==> config.mk <==
export PLATFORM = sky130hd
export DESIGN_NAME = sac_ctrl
export DESIGN_NICKNAME = d
export VERILOG_FILES = /design/src/rtl/sac_pkg.sv /design/src/rtl/sac_clkdiv.sv /design/src/rtl/sac_ctrl.sv
export VERILOG_INCLUDE_DIRS = /design/src /design/src/rtl
export SDC_FILE = /design/constraint.sdc
export NUM_CORES = 1
export LEC_CHECK = 0
export ABC_AREA = 1
export BUFFER_PORTS_ARGS = -buffer_cell sky130_fd_sc_hd__buf_2
export CAP_MARGIN = 30
export CORE_MARGIN = 2
export CORE_UTILIZATION = 51
export CTS_CLUSTER_SIZE = 28
export DETAILED_ROUTE_END_ITERATION = 16
export GPL_ROUTABILITY_DRIVEN = 0
export PLACE_DENSITY = 0.95
export SLEW_MARGIN = 30
export SYNTH_ARGS = -nofsm -noshare
export SYNTH_HDL_FRONTEND = slang
export SYNTH_SLANG_ARGS = --single-unit
export TNS_END_PERCENT = 100
==> constraint.sdc <==
create_clock -name pclk -period 3.2 [get_ports pclk]
set_input_delay 0.32 -clock pclk [delete_from_list [all_inputs] [get_ports pclk]]
set_output_delay 0.32 -clock pclk [all_outputs]
set_load 0.05 [all_outputs]
==> src/rtl/sac_params.svh <==
`ifndef SAC_PARAMS_SVH
`define SAC_PARAMS_SVH

// Register indices and their word byte addresses
`define SAC_IDX_CSR 10'h070
`define SAC_IDX_DRH 10'h071
`define SAC_IDX_DRL 10'h072
`define SAC_ADDR_CSR {`SAC_IDX_CSR, 2'h0}
`define SAC_ADDR_DRH {`SAC_IDX_DRH, 2'h0}
`define SAC_ADDR_DRL {`SAC_IDX_DRL, 2'h0}

// Field positions
`define SAC_EOC_BIT 7
`define SAC_SPEED_BIT 6
`define SAC_ON_BIT 5
`define SAC_RSVD_BIT 4

// Reset values and write mask
`define SAC_CSR_RST 8'h00
`define SAC_DRH_RST 8'h00
`define SAC_DRL_RST 8'h00
`define SAC_CSR_WMASK 8'h6f

// Timing counts in converter clock ticks and in pclk cycles
`define SAC_SAMPLE_TICKS 4'h4
`define SAC_DIV4_LAST 2'h3
`define SAC_DIV2_LAST 2'h1

`endif

==> src/rtl/sac_pkg.sv <==
package sac_pkg;

	// Control/status register layout
	typedef struct packed {
		logic eoc;
		logic speed;
		logic on;
		logic rsvd;
		logic [3:0] chan;
	} sac_csr_t;

	// Request to the analog sampling core
	typedef struct packed {
		logic power;
		logic sample;
		logic start;
		logic tick;
		logic [3:0] chan;
	} sac_core_req_t;

	// Answer of the analog sampling core
	typedef struct packed {
		logic done;
		logic [9:0] result;
	} sac_core_rsp_t;

	// Conversion sequencer
	typedef enum logic [1:0] {
		SAC_OFF,
		SAC_SAMPLE,
		SAC_CONVERT
	} sac_state_t;

endpackage : sac_pkg

==> src/rtl/sac_clkdiv.sv <==
`timescale 1ns/100ps
`default_nettype none
`include "sac_params.svh"

module sac_clkdiv import sac_pkg::*; (
	// Clock and reset
	input wire logic pclk,
	input wire logic presetn,
	input wire logic clk_en,
	// Control
	input wire logic run,
	input wire logic speed,
	// Converter clock tick
	output logic tick
);

	logic [1:0] cnt_reg;
	logic [1:0] cnt_next;
	logic tick_reg;
	logic tick_next;
	logic [1:0] last;

	// Divide pclk by 4 or by 2 while the converter runs
	always_comb begin
		last = speed ? `SAC_DIV2_LAST : `SAC_DIV4_LAST;
		cnt_next = cnt_reg;
		tick_next = 1'b0;
		if (run) begin
			if (cnt_reg >= last) begin
				cnt_next = 2'h0;
				tick_next = 1'b1;
			end else begin
				cnt_next = cnt_reg + 2'h1;
			end
		end else begin
			cnt_next = 2'h0;
		end
	end

	// Divider state
	always_ff @(posedge pclk or negedge presetn) begin
		if (!presetn) begin
			cnt_reg <= 2'h0;
			tick_reg <= 1'b0;
		end else if (clk_en) begin
			cnt_reg <= cnt_next;
			tick_reg <= tick_next;
		end
	end

	assign tick = tick_reg;

	chk_div4_period: assert property (@(posedge pclk) disable iff (!presetn)
		tick && run && !speed && clk_en ##1 (run && !speed && clk_en)[*3] |=> tick)
		else $error("divide by 4 tick period wrong");
	chk_div2_period: assert property (@(posedge pclk) disable iff (!presetn)
		tick && run && speed && clk_en ##1 (run && speed && clk_en) |=> tick)
		else $error("divide by 2 tick period wrong");

endmodule : sac_clkdiv
`default_nettype wire

==> src/rtl/sac_ctrl.sv <==
`timescale 1ns/100ps
`default_nettype none
`include "sac_params.svh"

module sac_ctrl import sac_pkg::*; (
	// Clock, reset, enable
	input wire logic pclk,
	input wire logic presetn,
	input wire logic clk_en,
	// APB slave
	input wire logic [11:0] paddr,
	input wire logic psel,
	input wire logic penable,
	input wire logic pwrite,
	input wire logic [31:0] pwdata,
	input wire logic [3:0] pstrb,
	output logic [31:0] prdata,
	output logic pready,
	output logic pslverr,
	// Low-power modes
	input wire logic wait_mode,
	input wire logic halt_mode,
	// Analog core
	output sac_core_req_t core_req,
	input wire sac_core_rsp_t core_rsp
);

	// Bus state
	logic [31:0] prdata_reg;
	logic [31:0] prdata_next;
	logic pready_reg;
	logic pready_next;
	logic pslverr_reg;
	logic pslverr_next;

	// Control state
	sac_csr_t csr_reg;
	sac_csr_t csr_next;
	logic [7:0] drh_reg;
	logic [7:0] drh_next;
	logic [7:0] drl_reg;
	logic [7:0] drl_next;
	sac_state_t state_reg;
	sac_state_t state_next;
	logic [3:0] cnt_reg;
	logic [3:0] cnt_next;
	logic load_prev_reg;
	logic load_prev_next;
	sac_core_req_t req_reg;
	sac_core_req_t req_next;

	// Decoded strobes
	logic acc;
	logic done;
	logic hit_csr;
	logic hit_drh;
	logic hit_drl;
	logic wr_csr;
	logic rd_drh;
	logic run;
	logic tick;
	logic restart;
	logic load;

	// Address decode and transfer phases
	always_comb begin
		acc = psel && penable && !pready_reg;
		done = psel && penable && pready_reg;
		hit_csr = (paddr == `SAC_ADDR_CSR);
		hit_drh = (paddr == `SAC_ADDR_DRH);
		hit_drl = (paddr == `SAC_ADDR_DRL);
		wr_csr = done && pwrite && hit_csr && pstrb[0];
		rd_drh = done && !pwrite && hit_drh;
	end

	// One wait state, then answer; unmapped addresses give an error
	always_comb begin
		pready_next = acc;
		pslverr_next = acc && !(hit_csr || hit_drh || hit_drl);
		prdata_next = 32'h0;
		if (acc && !pwrite) begin
			if (hit_csr) begin
				prdata_next = {24'h0, csr_reg};
			end else if (hit_drh) begin
				prdata_next = {24'h0, drh_reg};
			end else if (hit_drl) begin
				prdata_next = {24'h0, drl_reg};
			end
		end
	end

	// Bus registers
	always_ff @(posedge pclk or negedge presetn) begin
		if (!presetn) begin
			prdata_reg <= 32'h0;
			pready_reg <= 1'b0;
			pslverr_reg <= 1'b0;
		end else if (clk_en) begin
			prdata_reg <= prdata_next;
			pready_reg <= pready_next;
			pslverr_reg <= pslverr_next;
		end
	end

	// Halt stops the converter, wait mode is ignored on purpose
	assign run = csr_reg.on && !halt_mode;

	// Converter clock divider
	sac_clkdiv i_sac_clkdiv (
		.pclk(pclk),
		.presetn(presetn),
		.clk_en(clk_en),
		.run(run),
		.speed(csr_reg.speed),
		.tick(tick)
	);

	// Status register, result registers and sequencer
	always_comb begin
		csr_next = csr_reg;
		drh_next = drh_reg;
		drl_next = drl_reg;
		state_next = state_reg;
		cnt_next = cnt_reg;
		req_next = req_reg;
		restart = wr_csr && (pwdata[3:0] != csr_reg.chan) && run;
		load = (state_reg == SAC_CONVERT) && core_rsp.done && run && !restart;
		load_prev_next = load;
		// Software write with pstrb[0]; reserved bit is not writable and the write clears the flag unless a completion loads in the same cycle
		if (wr_csr) begin
			csr_next = sac_csr_t'((pwdata[7:0] & `SAC_CSR_WMASK) | {csr_reg.eoc, 7'h0});
			csr_next.rsvd = 1'b0;
			csr_next.eoc = 1'b0;
		end
		// A high byte read clears the flag unless a new result just landed
		if (rd_drh && !load_prev_reg) begin
			csr_next.eoc = 1'b0;
		end
		// Sequencer
		unique case (state_reg)
			SAC_OFF: begin
				cnt_next = 4'h0;
				if (run) begin
					state_next = SAC_SAMPLE;
				end
			end
			SAC_SAMPLE: begin
				if (tick && clk_en) begin
					if (cnt_reg == `SAC_SAMPLE_TICKS - 4'h1) begin
						cnt_next = 4'h0;
						state_next = SAC_CONVERT;
					end else begin
						cnt_next = cnt_reg + 4'h1;
					end
				end
			end
			SAC_CONVERT: begin
				if (load) begin
					state_next = SAC_SAMPLE;
					cnt_next = 4'h0;
				end
			end
		endcase
		// Every completion overwrites both result registers
		if (load) begin
			drh_next = core_rsp.result[9:2];
			drl_next = {6'h0, core_rsp.result[1:0]};
			csr_next.eoc = 1'b1;
		end
		// New channel: abort and start sampling it at once
		if (restart) begin
			state_next = SAC_SAMPLE;
			cnt_next = 4'h0;
		end
		// Converter off or halted: stop whatever is in progress
		if (!run) begin
			state_next = SAC_OFF;
			cnt_next = 4'h0;
		end
		// Power, sample and start requests follow the next state; tick follows the divider and chan the next selection
		req_next.power = (state_next != SAC_OFF);
		req_next.sample = (state_next == SAC_SAMPLE);
		req_next.start = (state_next == SAC_CONVERT) && (state_reg != SAC_CONVERT);
		req_next.tick = tick && run;
		req_next.chan = csr_next.chan;
	end

	// Control registers; all clear on reset
	always_ff @(posedge pclk or negedge presetn) begin
		if (!presetn) begin
			csr_reg <= sac_csr_t'(`SAC_CSR_RST);
			drh_reg <= `SAC_DRH_RST;
			drl_reg <= `SAC_DRL_RST;
			state_reg <= SAC_OFF;
			cnt_reg <= 4'h0;
			load_prev_reg <= 1'b0;
			req_reg <= '0;
		end else if (clk_en) begin
			csr_reg <= csr_next;
			drh_reg <= drh_next;
			drl_reg <= drl_next;
			state_reg <= state_next;
			cnt_reg <= cnt_next;
			load_prev_reg <= load_prev_next;
			req_reg <= req_next;
		end
	end

	// Outputs straight from flip-flops; no interrupt output exists
	assign prdata = prdata_reg;
	assign pready = pready_reg;
	assign pslverr = pslverr_reg;
	assign core_req = req_reg;

	// Checks
	chk_eoc_on_load: assert property (@(posedge pclk) disable iff (!presetn)
		load && clk_en |=> csr_reg.eoc)
		else $error("flag not set after completion");
	chk_high_result: assert property (@(posedge pclk) disable iff (!presetn)
		load && clk_en |=> drh_reg == $past(core_rsp.result[9:2]))
		else $error("high result bits wrong");
	chk_low_result: assert property (@(posedge pclk) disable iff (!presetn)
		load && clk_en |=> drl_reg == {6'h0, $past(core_rsp.result[1:0])})
		else $error("low result bits wrong");
	chk_off_stops: assert property (@(posedge pclk) disable iff (!presetn)
		!csr_reg.on && clk_en |=> state_reg == SAC_OFF && !core_req.power)
		else $error("converter still active when off");
	chk_halt_stops: assert property (@(posedge pclk) disable iff (!presetn)
		halt_mode && clk_en |=> !core_req.power)
		else $error("converter powered in halt");
	chk_chan_restart: assert property (@(posedge pclk) disable iff (!presetn)
		restart && clk_en |=> state_reg == SAC_SAMPLE && !csr_reg.eoc && cnt_reg == 4'h0)
		else $error("channel change did not restart");
	chk_write_clears: assert property (@(posedge pclk) disable iff (!presetn)
		wr_csr && !load && clk_en |=> !csr_reg.eoc)
		else $error("status write kept flag");
	chk_rsvd_zero: assert property (@(posedge pclk) disable iff (!presetn)
		csr_reg.rsvd == 1'b0 && drl_reg[7:2] == 6'h0)
		else $error("reserved bits not zero");
	chk_bus_answer: assert property (@(posedge pclk) disable iff (!presetn)
		psel && penable && !pready && clk_en |=> pready ##1 !pready)
		else $error("bus answer timing wrong");
	chk_continuous: assert property (@(posedge pclk) disable iff (!presetn)
		load && clk_en && !wr_csr && !halt_mode |=> state_reg == SAC_SAMPLE && core_req.sample)
		else $error("conversion did not continue");

	// Status register and result register checks
	chk_rd_clears: assert property (@(posedge pclk) disable iff (!presetn)
		rd_drh && !load_prev_reg && !load && clk_en |=> !csr_reg.eoc)
		else $error("high result read kept flag");
	chk_eoc_source: assert property (@(posedge pclk) disable iff (!presetn)
		!csr_reg.eoc && !load && clk_en |=> !csr_reg.eoc)
		else $error("flag set without completion");
	chk_result_hold: assert property (@(posedge pclk) disable iff (!presetn)
		!load && clk_en |=> drh_reg == $past(drh_reg) && drl_reg == $past(drl_reg))
		else $error("result changed without completion");
	chk_csr_write: assert property (@(posedge pclk) disable iff (!presetn)
		wr_csr && clk_en |=> csr_reg[6:0] == ($past(pwdata[6:0]) & 7'h6f))
		else $error("status write not taken");
	chk_halt_keeps: assert property (@(posedge pclk) disable iff (!presetn)
		halt_mode && !wr_csr && clk_en |=> csr_reg.on == $past(csr_reg.on))
		else $error("halt changed the on bit");

	// Bus read data and error response checks
	chk_read_data: assert property (@(posedge pclk) disable iff (!presetn)
		acc && !pwrite && hit_drh && clk_en |=> prdata == {24'h0, $past(drh_reg)})
		else $error("high result read data wrong");
	chk_low_read: assert property (@(posedge pclk) disable iff (!presetn)
		acc && !pwrite && hit_drl && clk_en |=> prdata[31:2] == 30'h0)
		else $error("low result upper bits not zero");
	chk_bad_addr: assert property (@(posedge pclk) disable iff (!presetn)
		acc && !(hit_csr || hit_drh || hit_drl) && clk_en |=> pslverr)
		else $error("unmapped address without error");

	// Sequencer and core request checks
	chk_power_on: assert property (@(posedge pclk) disable iff (!presetn)
		run && clk_en |=> core_req.power)
		else $error("converter not powered while on");
	chk_tick_gate: assert property (@(posedge pclk) disable iff (!presetn)
		!run && clk_en |=> !core_req.tick)
		else $error("converter ticks while stopped");
	chk_start_pulse: assert property (@(posedge pclk) disable iff (!presetn)
		core_req.start && clk_en |=> !core_req.start)
		else $error("start request longer than one cycle");
	chk_sample_len: assert property (@(posedge pclk) disable iff (!presetn)
		state_reg == SAC_SAMPLE && state_next == SAC_CONVERT |-> tick && cnt_reg == `SAC_SAMPLE_TICKS - 4'h1)
		else $error("sampling window length wrong");
	chk_chan_route: assert property (@(posedge pclk) disable iff (!presetn)
		core_req.chan == csr_reg.chan)
		else $error("core channel differs from selection");

	// Main scenarios
	cov_load: cover property (@(posedge pclk) disable iff (!presetn) load && clk_en);
	cov_restart: cover property (@(posedge pclk) disable iff (!presetn) restart && clk_en);
	cov_drh_clear: cover property (@(posedge pclk) disable iff (!presetn) rd_drh && csr_reg.eoc && clk_en);
	cov_halt: cover property (@(posedge pclk) disable iff (!presetn) halt_mode && csr_reg.on && clk_en);
	cov_fast_div: cover property (@(posedge pclk) disable iff (!presetn) tick && csr_reg.speed && clk_en);

	// Wait mode needs no handling; it is read here only to document the port
	logic unused_ok;
	assign unused_ok = wait_mode && (|pwdata[31:8]) && (|pstrb[3:1]);

endmodule : sac_ctrl
`default_nettype wire

==> results of run 1 <==
[layer usage]
layer / vias to the layer above / track usage, %
li1: 1025 / -
met1: 984 / 25.81
met2: 93 / 37.21
met3: 18 / 4.167
met4: 0 / 9.465
met5: - / 0
[worst max-delay path: stages]
cell and delay [ns]:
buf_2 0.36, nand4_1 0.26, nor2_1 0.66, nand2_1 0.15
o21ai_0 0.20
[cells by family (layout without fill, tap and decap cells)]
kind of cell | count (synthesis) | after routing
compound gates | 37 | 37
flops | 41 | 41
simple gates | 146 | 146
buf+inv | 72 | 100
other cells | 1 | 24
fa+ha+maj | 4 | 4
mux | 1 | 1
xor+xnor | 2 | 2
[worst max path at each step]
stage / start / endpoint / slack [ns]
CTS: cnt_reg[0]$_DFFE_PN0P_ / state_reg[0]$_DFFE_PN0P_ / 1.48
global placement: clk_en / cnt_reg[1]$_DFFE_PN0P_ / 1.31
floorplan: pready$_DFFE_PN0P_ / cnt_reg[0]$_DFFE_PN0P_ / 1.45
finish: clk_en / prdata[6]$_DFFE_PN0P_ / 1.47
detailed placement: clk_en / prdata[6]$_DFFE_PN0P_ / 1.21
global route: clk_en / prdata[6]$_DFFE_PN0P_ / 1.30
[where the power goes]
| group | switching, mW | internal (mW) | leakage [nW] |
|---|---|---|---|
| sequential | 0.0199 | 0.547 | 0.541 |
| combinational | 0.166 | 0.0525 | 0.924 |
| clock | 0.173 | 0.195 | 0.0542 |
[metrics by stage]
stage                     hold WS, ns  area [um2]
after CTS                      0.1878        2669
after detailed placement       0.4689        2567
after floorplan               0.02441        2476
after global placement         0.4557        2567
final                       -0.007618        2671
after global routing          0.04608        2671
[placed cells by master (no fill, tap or decap), types with 2 or more instances in the layout]
cell type  Yosys  routed
a21oi_1        7       7
a21oi_2        2       2
a32oi_1        5       5
buf_2          0      53
clkbuf_8       0       7
conb_1         1      24
dfrtp_1       41      41
ha_1           4       4
inv_1         34      34
inv_2          2       2
nand2_1       85      85
nand3_1       22      22
nand4_1        6       6
nor2_1        17      17
nor2_4         3       3
nor3_1         5       5
nor4_1         2       2
o211ai_1       2       2
o21ai_0       13      13
o21ai_1        3       3
o31ai_1        2       2
[layout make-up]
class	count	area, um2	area share (%)
Clock buffer	7	96.34	3.607
Clock inverter	1	5.005	0.1874
Inverter	38	147.6	5.527
Multi-Input combinational cell	214	1059	39.63
Sequential cell	41	1026	38.41
Tap cell	52	65.06	2.436
Timing Repair Buffer	54	272.8	10.21
==> flow_summary.json, run 1 <==
{
  "critPathRequiredTime_ns": 3.41,
  "ioPinCount": 109,
  "synthFlopType": "dfrtp_1",
  "grt_setup_unrepaired": "no",
  "ys_async_sr_fraction_pct": 100.0,
  "ant_nets": 0,
  "fin_ws_ns": 1.466,
  "fin_crit_ns": 1.734,
  "synth-compound-area-share_pct": 10.05,
  "track_usage_pct": 21.42,
  "ctsHoldBuffers": 0,
  "clock.fmax_ghz": 0.5768,
  "synth.area.top_cells": "dfrtp_1, nand2_1, buf_4, inv_1, nand3_1",
  "clkSinkCount": 41,
  "start_util_pct": 53.77,
  "root_buffer": "clkbuf_8",
  "diodes": 0,
  "yosysWarningCount": 0,
  "gr-total-overflow": 0,
  "vdd_drop_max_v": 0.0002412,
  "utilization_pct": 60.11,
  "synth_top_area_share_pct": 42.93,
  "period_share_pct": 54.18,
  "ys_types": 36,
  "yosysTopAreaCell": "dfrtp_1",
  "grt_pass1_wl_mm": 8.866,
  "synth_cells": 304,
  "timing.rr.end": "prdata[6]$_DFFE_PN0P_",
  "clk_latency_ns": 0.29,
  "ys_seq_area_share_pct": 42.93,
  "grt_max_degree": 42,
  "netlist_area_mm2": 0.002390,
  "critPathMaxFanout": 22,
  "reg2reg_setup_slack_ns": 1.48,
  "clk_pin_slew_ns": 0.08,
  "netlist_top_cells_count": "nand2_1, dfrtp_1, inv_1",
  "fillers": 390,
  "drt-initial-drc-count": 177,
  "die_x_um": 72.46,
  "drive_above_1_share_pct": 21.69,
  "place_ws_ns": 1.209,
  "drc_errors": 0,
  "status": "finished with violations",
  "viasPerCell": 5.209,
  "yosysMostFrequentCell": "nand2_1",
  "p_per_area_mw_per_mm2": 431.6,
  "synthXorXnorAreaFrac_pct": 0.7330,
  "clock_path_buffers": 2,
  "fin_skew_ns": 0.009008,
  "wl_per_cell_um": 13.43,
  "htree_levels": 2,
  "cts_setup_buffers": 0,
  "rows": 24,
  "area_growth_pct": 11.78,
  "timing.hold.ws_ns": -0.007618,
  "relSlewSlack_pct": 47.98,
  "syn_area_per_cell_um2": 7.861,
  "top_layer_used": "met4",
  "vias": 2120,
  "cts_resized": 0,
  "cp-start-kind": "input port",
  "critPathArrivalTime_ns": 1.94,
  "synth-simple-area-share_pct": 27.17,
  "wl_met1_mm": 2.173,
  "dieArea_mm2": 0.005250,
  "setup-violations-final": 0,
  "ys_seq_elements": 41,
  "worst-r2r-cell-count": 5,
  "power_leakage_nw": 1.519,
  "hold_viol_final": 8,
  "maxCapViolCount": 0,
  "wl_met2_mm": 2.708,
  "post_layout_nonfiller_instances": 407,
  "rr_startpoint": "pready$_DFFE_PN0P_",
  "drt_pass1_iterations": 4,
  "synth_adder_area_share_pct": 2.094,
  "cts_made_buffers": 5,
  "finalWirelength_mm": 5.464,
  "synth-edff-count": 0,
  "fin_tns_setup_ns": 0,
  "grt_antenna_before_repair": 0,
  "grt_pass1_vias": 2057,
  "place_inst": 399,
  "met3_length_um": 422,
  "synth_top_family_by_area": "simple AND/OR/NAND/NOR gates",
  "io_buffers": 54,
  "cts_tree": "done",
  "slew_viol_final": 0,
  "tightest_slew_ns": 0.7774,
  "violations": "negative hold slack",
  "endpoint_kind": "register",
  "hp-class": "input port to asynchronous set/reset pin",
  "die_h_um": 72.46,
  "synth.mux.area_fraction_pct": 0.4712,
  "core-area_mm2": 0.004444,
  "finalPower_mw": 1.153,
  "critPathKind": "input port to register",
  "layout.nets": 425,
  "dpl.hpwl_mm": 4.041
}
Note: power is estimated with default switching activity, not from simulation.
==> inputs of run 2 (changes only) <==
Settings changed: CORE_UTILIZATION 51 to 47, PLACE_DENSITY 0.95 to 0.92.
Clock period 3.2 ns to 1.7 ns, I/O delays scaled along.
==> flow_summary.json, run 2 (same netlist as run 1, synthesis figures left out) <==
{
  "drive_above_1_share_pct": 27.25,
  "root_buffer": "clkbuf_8",
  "fin_tns_setup_ns": 0,
  "grt_antenna_before_repair": 0,
  "grtUsageMet2_pct": 30.14,
  "cp.buffers_inverters": 0,
  "maxCapViolCount": 0,
  "p_per_area_mw_per_mm2": 813.5,
  "vias": 2085,
  "io_buffers": 54,
  "critPathMaxFanout": 3,
  "grt_pass1_wl_mm": 8.142,
  "grt.busiest_layer": "met2",
  "fin_skew_ns": 0.01156,
  "critPathRequiredTime_ns": 1.87,
  "cp_slowest_cell": "dfrtp_1",
  "hold_end": "drh_reg[7]$_DFFE_PN0P_",
  "setup-violations-final": 0,
  "track_usage_pct": 19.00,
  "crit_chain": "ha_2 -> nand3_1 -> or2_2 -> nand3_1 -> nand3_1 -> nand2_1 -> nand2_1 -> nand2_1 -> o21ai_0",
  "cp-start-kind": "register",
  "hold_viol_final": 0,
  "rows": 25,
  "layout.nets": 437,
  "layout_common_cells": "nand2_1, buf_2, dfrtp_1",
  "diodes": 0,
  "use_met1_pct": 25.22,
  "gr-total-overflow": 0,
  "post_layout_nonfiller_instances": 434,
  "final_common_cell": "nand2_1",
  "die_x_um": 75.31,
  "place_inst": 421,
  "core-area_mm2": 0.004817,
  "dieArea_mm2": 0.005671,
  "cts_made_buffers": 5,
  "relSlewSlack_pct": 61.06,
  "power_leakage_nw": 1.569,
  "timing.hold.ws_ns": 0.09941,
  "clk_pin_slew_ns": 0.08,
  "cpPeakStageDelay_ns": 0.39,
  "hold_path_depth": 3,
  "cpLargestDelayFamily": "simple AND/OR/NAND/NOR gates",
  "dpl.hpwl_mm": 3.917,
  "ant_nets": 0,
  "tightest_slew_ns": 0.5842,
  "cts_tree": "done",
  "slew_viol_final": 0,
  "grt_pass1_vias": 1846,
  "vdd_drop_max_v": 0.0004680,
  "period_share_pct": 93.43,
  "critPathKind": "register to register",
  "area_growth_pct": 18.64,
  "clock_path_buffers": 2,
  "drc_errors": 0,
  "grt_max_degree": 27,
  "worst-r2r-cell-count": 9,
  "ioPinCount": 109,
  "fin_crit_ns": 1.588,
  "viasPerCell": 4.804,
  "clkSinkCount": 41,
  "hp-class": "input port to register",
  "wl_per_cell_um": 11.98,
  "rr_startpoint": "cnt_reg[0]$_DFFE_PN0P_",
  "grtUsageMet3_pct": 5.423,
  "drt_pass1_iterations": 4,
  "fillers": 425,
  "htree_levels": 2,
  "reg2reg_setup_slack_ns": 0.11,
  "finalWirelength_mm": 5.198,
  "drt-initial-drc-count": 197,
  "timing.rr.end": "state_reg[0]$_DFFE_PN0P_",
  "critPathArrivalTime_ns": 1.76,
  "regArea_mm2": 0.001027,
  "min-delay-start": "core_rsp[9]",
  "endpoint_kind": "register",
  "clk_latency_ns": 0.30,
  "die_h_um": 75.31,
  "multi_input_area_mm2": 0.001097,
  "clock.fmax_ghz": 0.6296,
  "start_util_pct": 49.61,
  "status": "complete, no violations"
}
[run 2: cell count changes in the layout (fill, tap and decap cells not counted), sizes merged]
cell	change
dlygate4sd3	+1
bufinv	+1
buf	+11
inv	-1
[run 2: worst max path at each step]
stage          cells past startpoint                       end  slack [ns]                     start
6_report                           9  state_reg[0]$_DFFE_PN0P_        0.11    cnt_reg[0]$_DFFE_PN0P_
5_1_grt                           10   core_req[5]$_DFFE_PN0P_       -0.04   core_req[0]$_DFFE_PN0P_
4_1_cts                           10    drl_reg[1]$_DFFE_PN0P_        0.03  state_reg[0]$_DFFE_PN0P_
3_5_place_dp                      10    drl_reg[1]$_DFFE_PN0P_        0.07  state_reg[0]$_DFFE_PN0P_
3_3_place_gp                      10    drl_reg[1]$_DFFE_PN0P_        0.09  state_reg[0]$_DFFE_PN0P_
2_1_floorplan                      9    cnt_reg[0]$_DFFE_PN0P_        0.11        pready$_DFFE_PN0P_
[run 2: cell type report]
cell class	count	area share, %
clock buffers	7	3.045
clock inverters	1	1.059
inverters	38	5.207
multi-input cells	214	38.70
flip-flops and latches	41	36.23
well taps	67	2.957
repair buffers	66	12.80
[run 2: tightest hold or removal path: stages]
cell and delay (ns):
buf_2 0.08, nand3_1 0.06, nand2_1 0.06
[run 2: power by group]
part           total [mW]  internal [mW]  switching [mW]
clock network       0.816          0.479           0.338
logic               0.427          0.114           0.313
registers            1.06           1.03          0.0342
total                2.31           1.62           0.685
[run 2: per-layer routing]
layer  vias up  wire [um]
li1       1047          -
met1       950       2302
met2        79       2414
met3         9        400
met4         0         80
met5         -          0
[run 2: repair_timing]
item	4_1_cts	5_1_grt
resized for setup	0	15
hold buffers	1	0
buffers inserted	0	4
setup endpoints to repair	0	19
hold endpoints to repair	25	0
[run 2: per-stage QoR]
stage | utilization, % | power [mW] | setup slack [ns] | cell area (um2)
global route | 58.86 | 2.403 | -0.04496 | 2835
detailed placement | 54.81 | 1.490 | 0.07283 | 2640
floorplan | - | 1.414 | 0.1111 | 2477
global placement | 54.81 | 1.478 | 0.09257 | 2640
CTS | 57.43 | 2.295 | 0.02946 | 2766
finish | 58.86 | 2.306 | 0.1117 | 2835
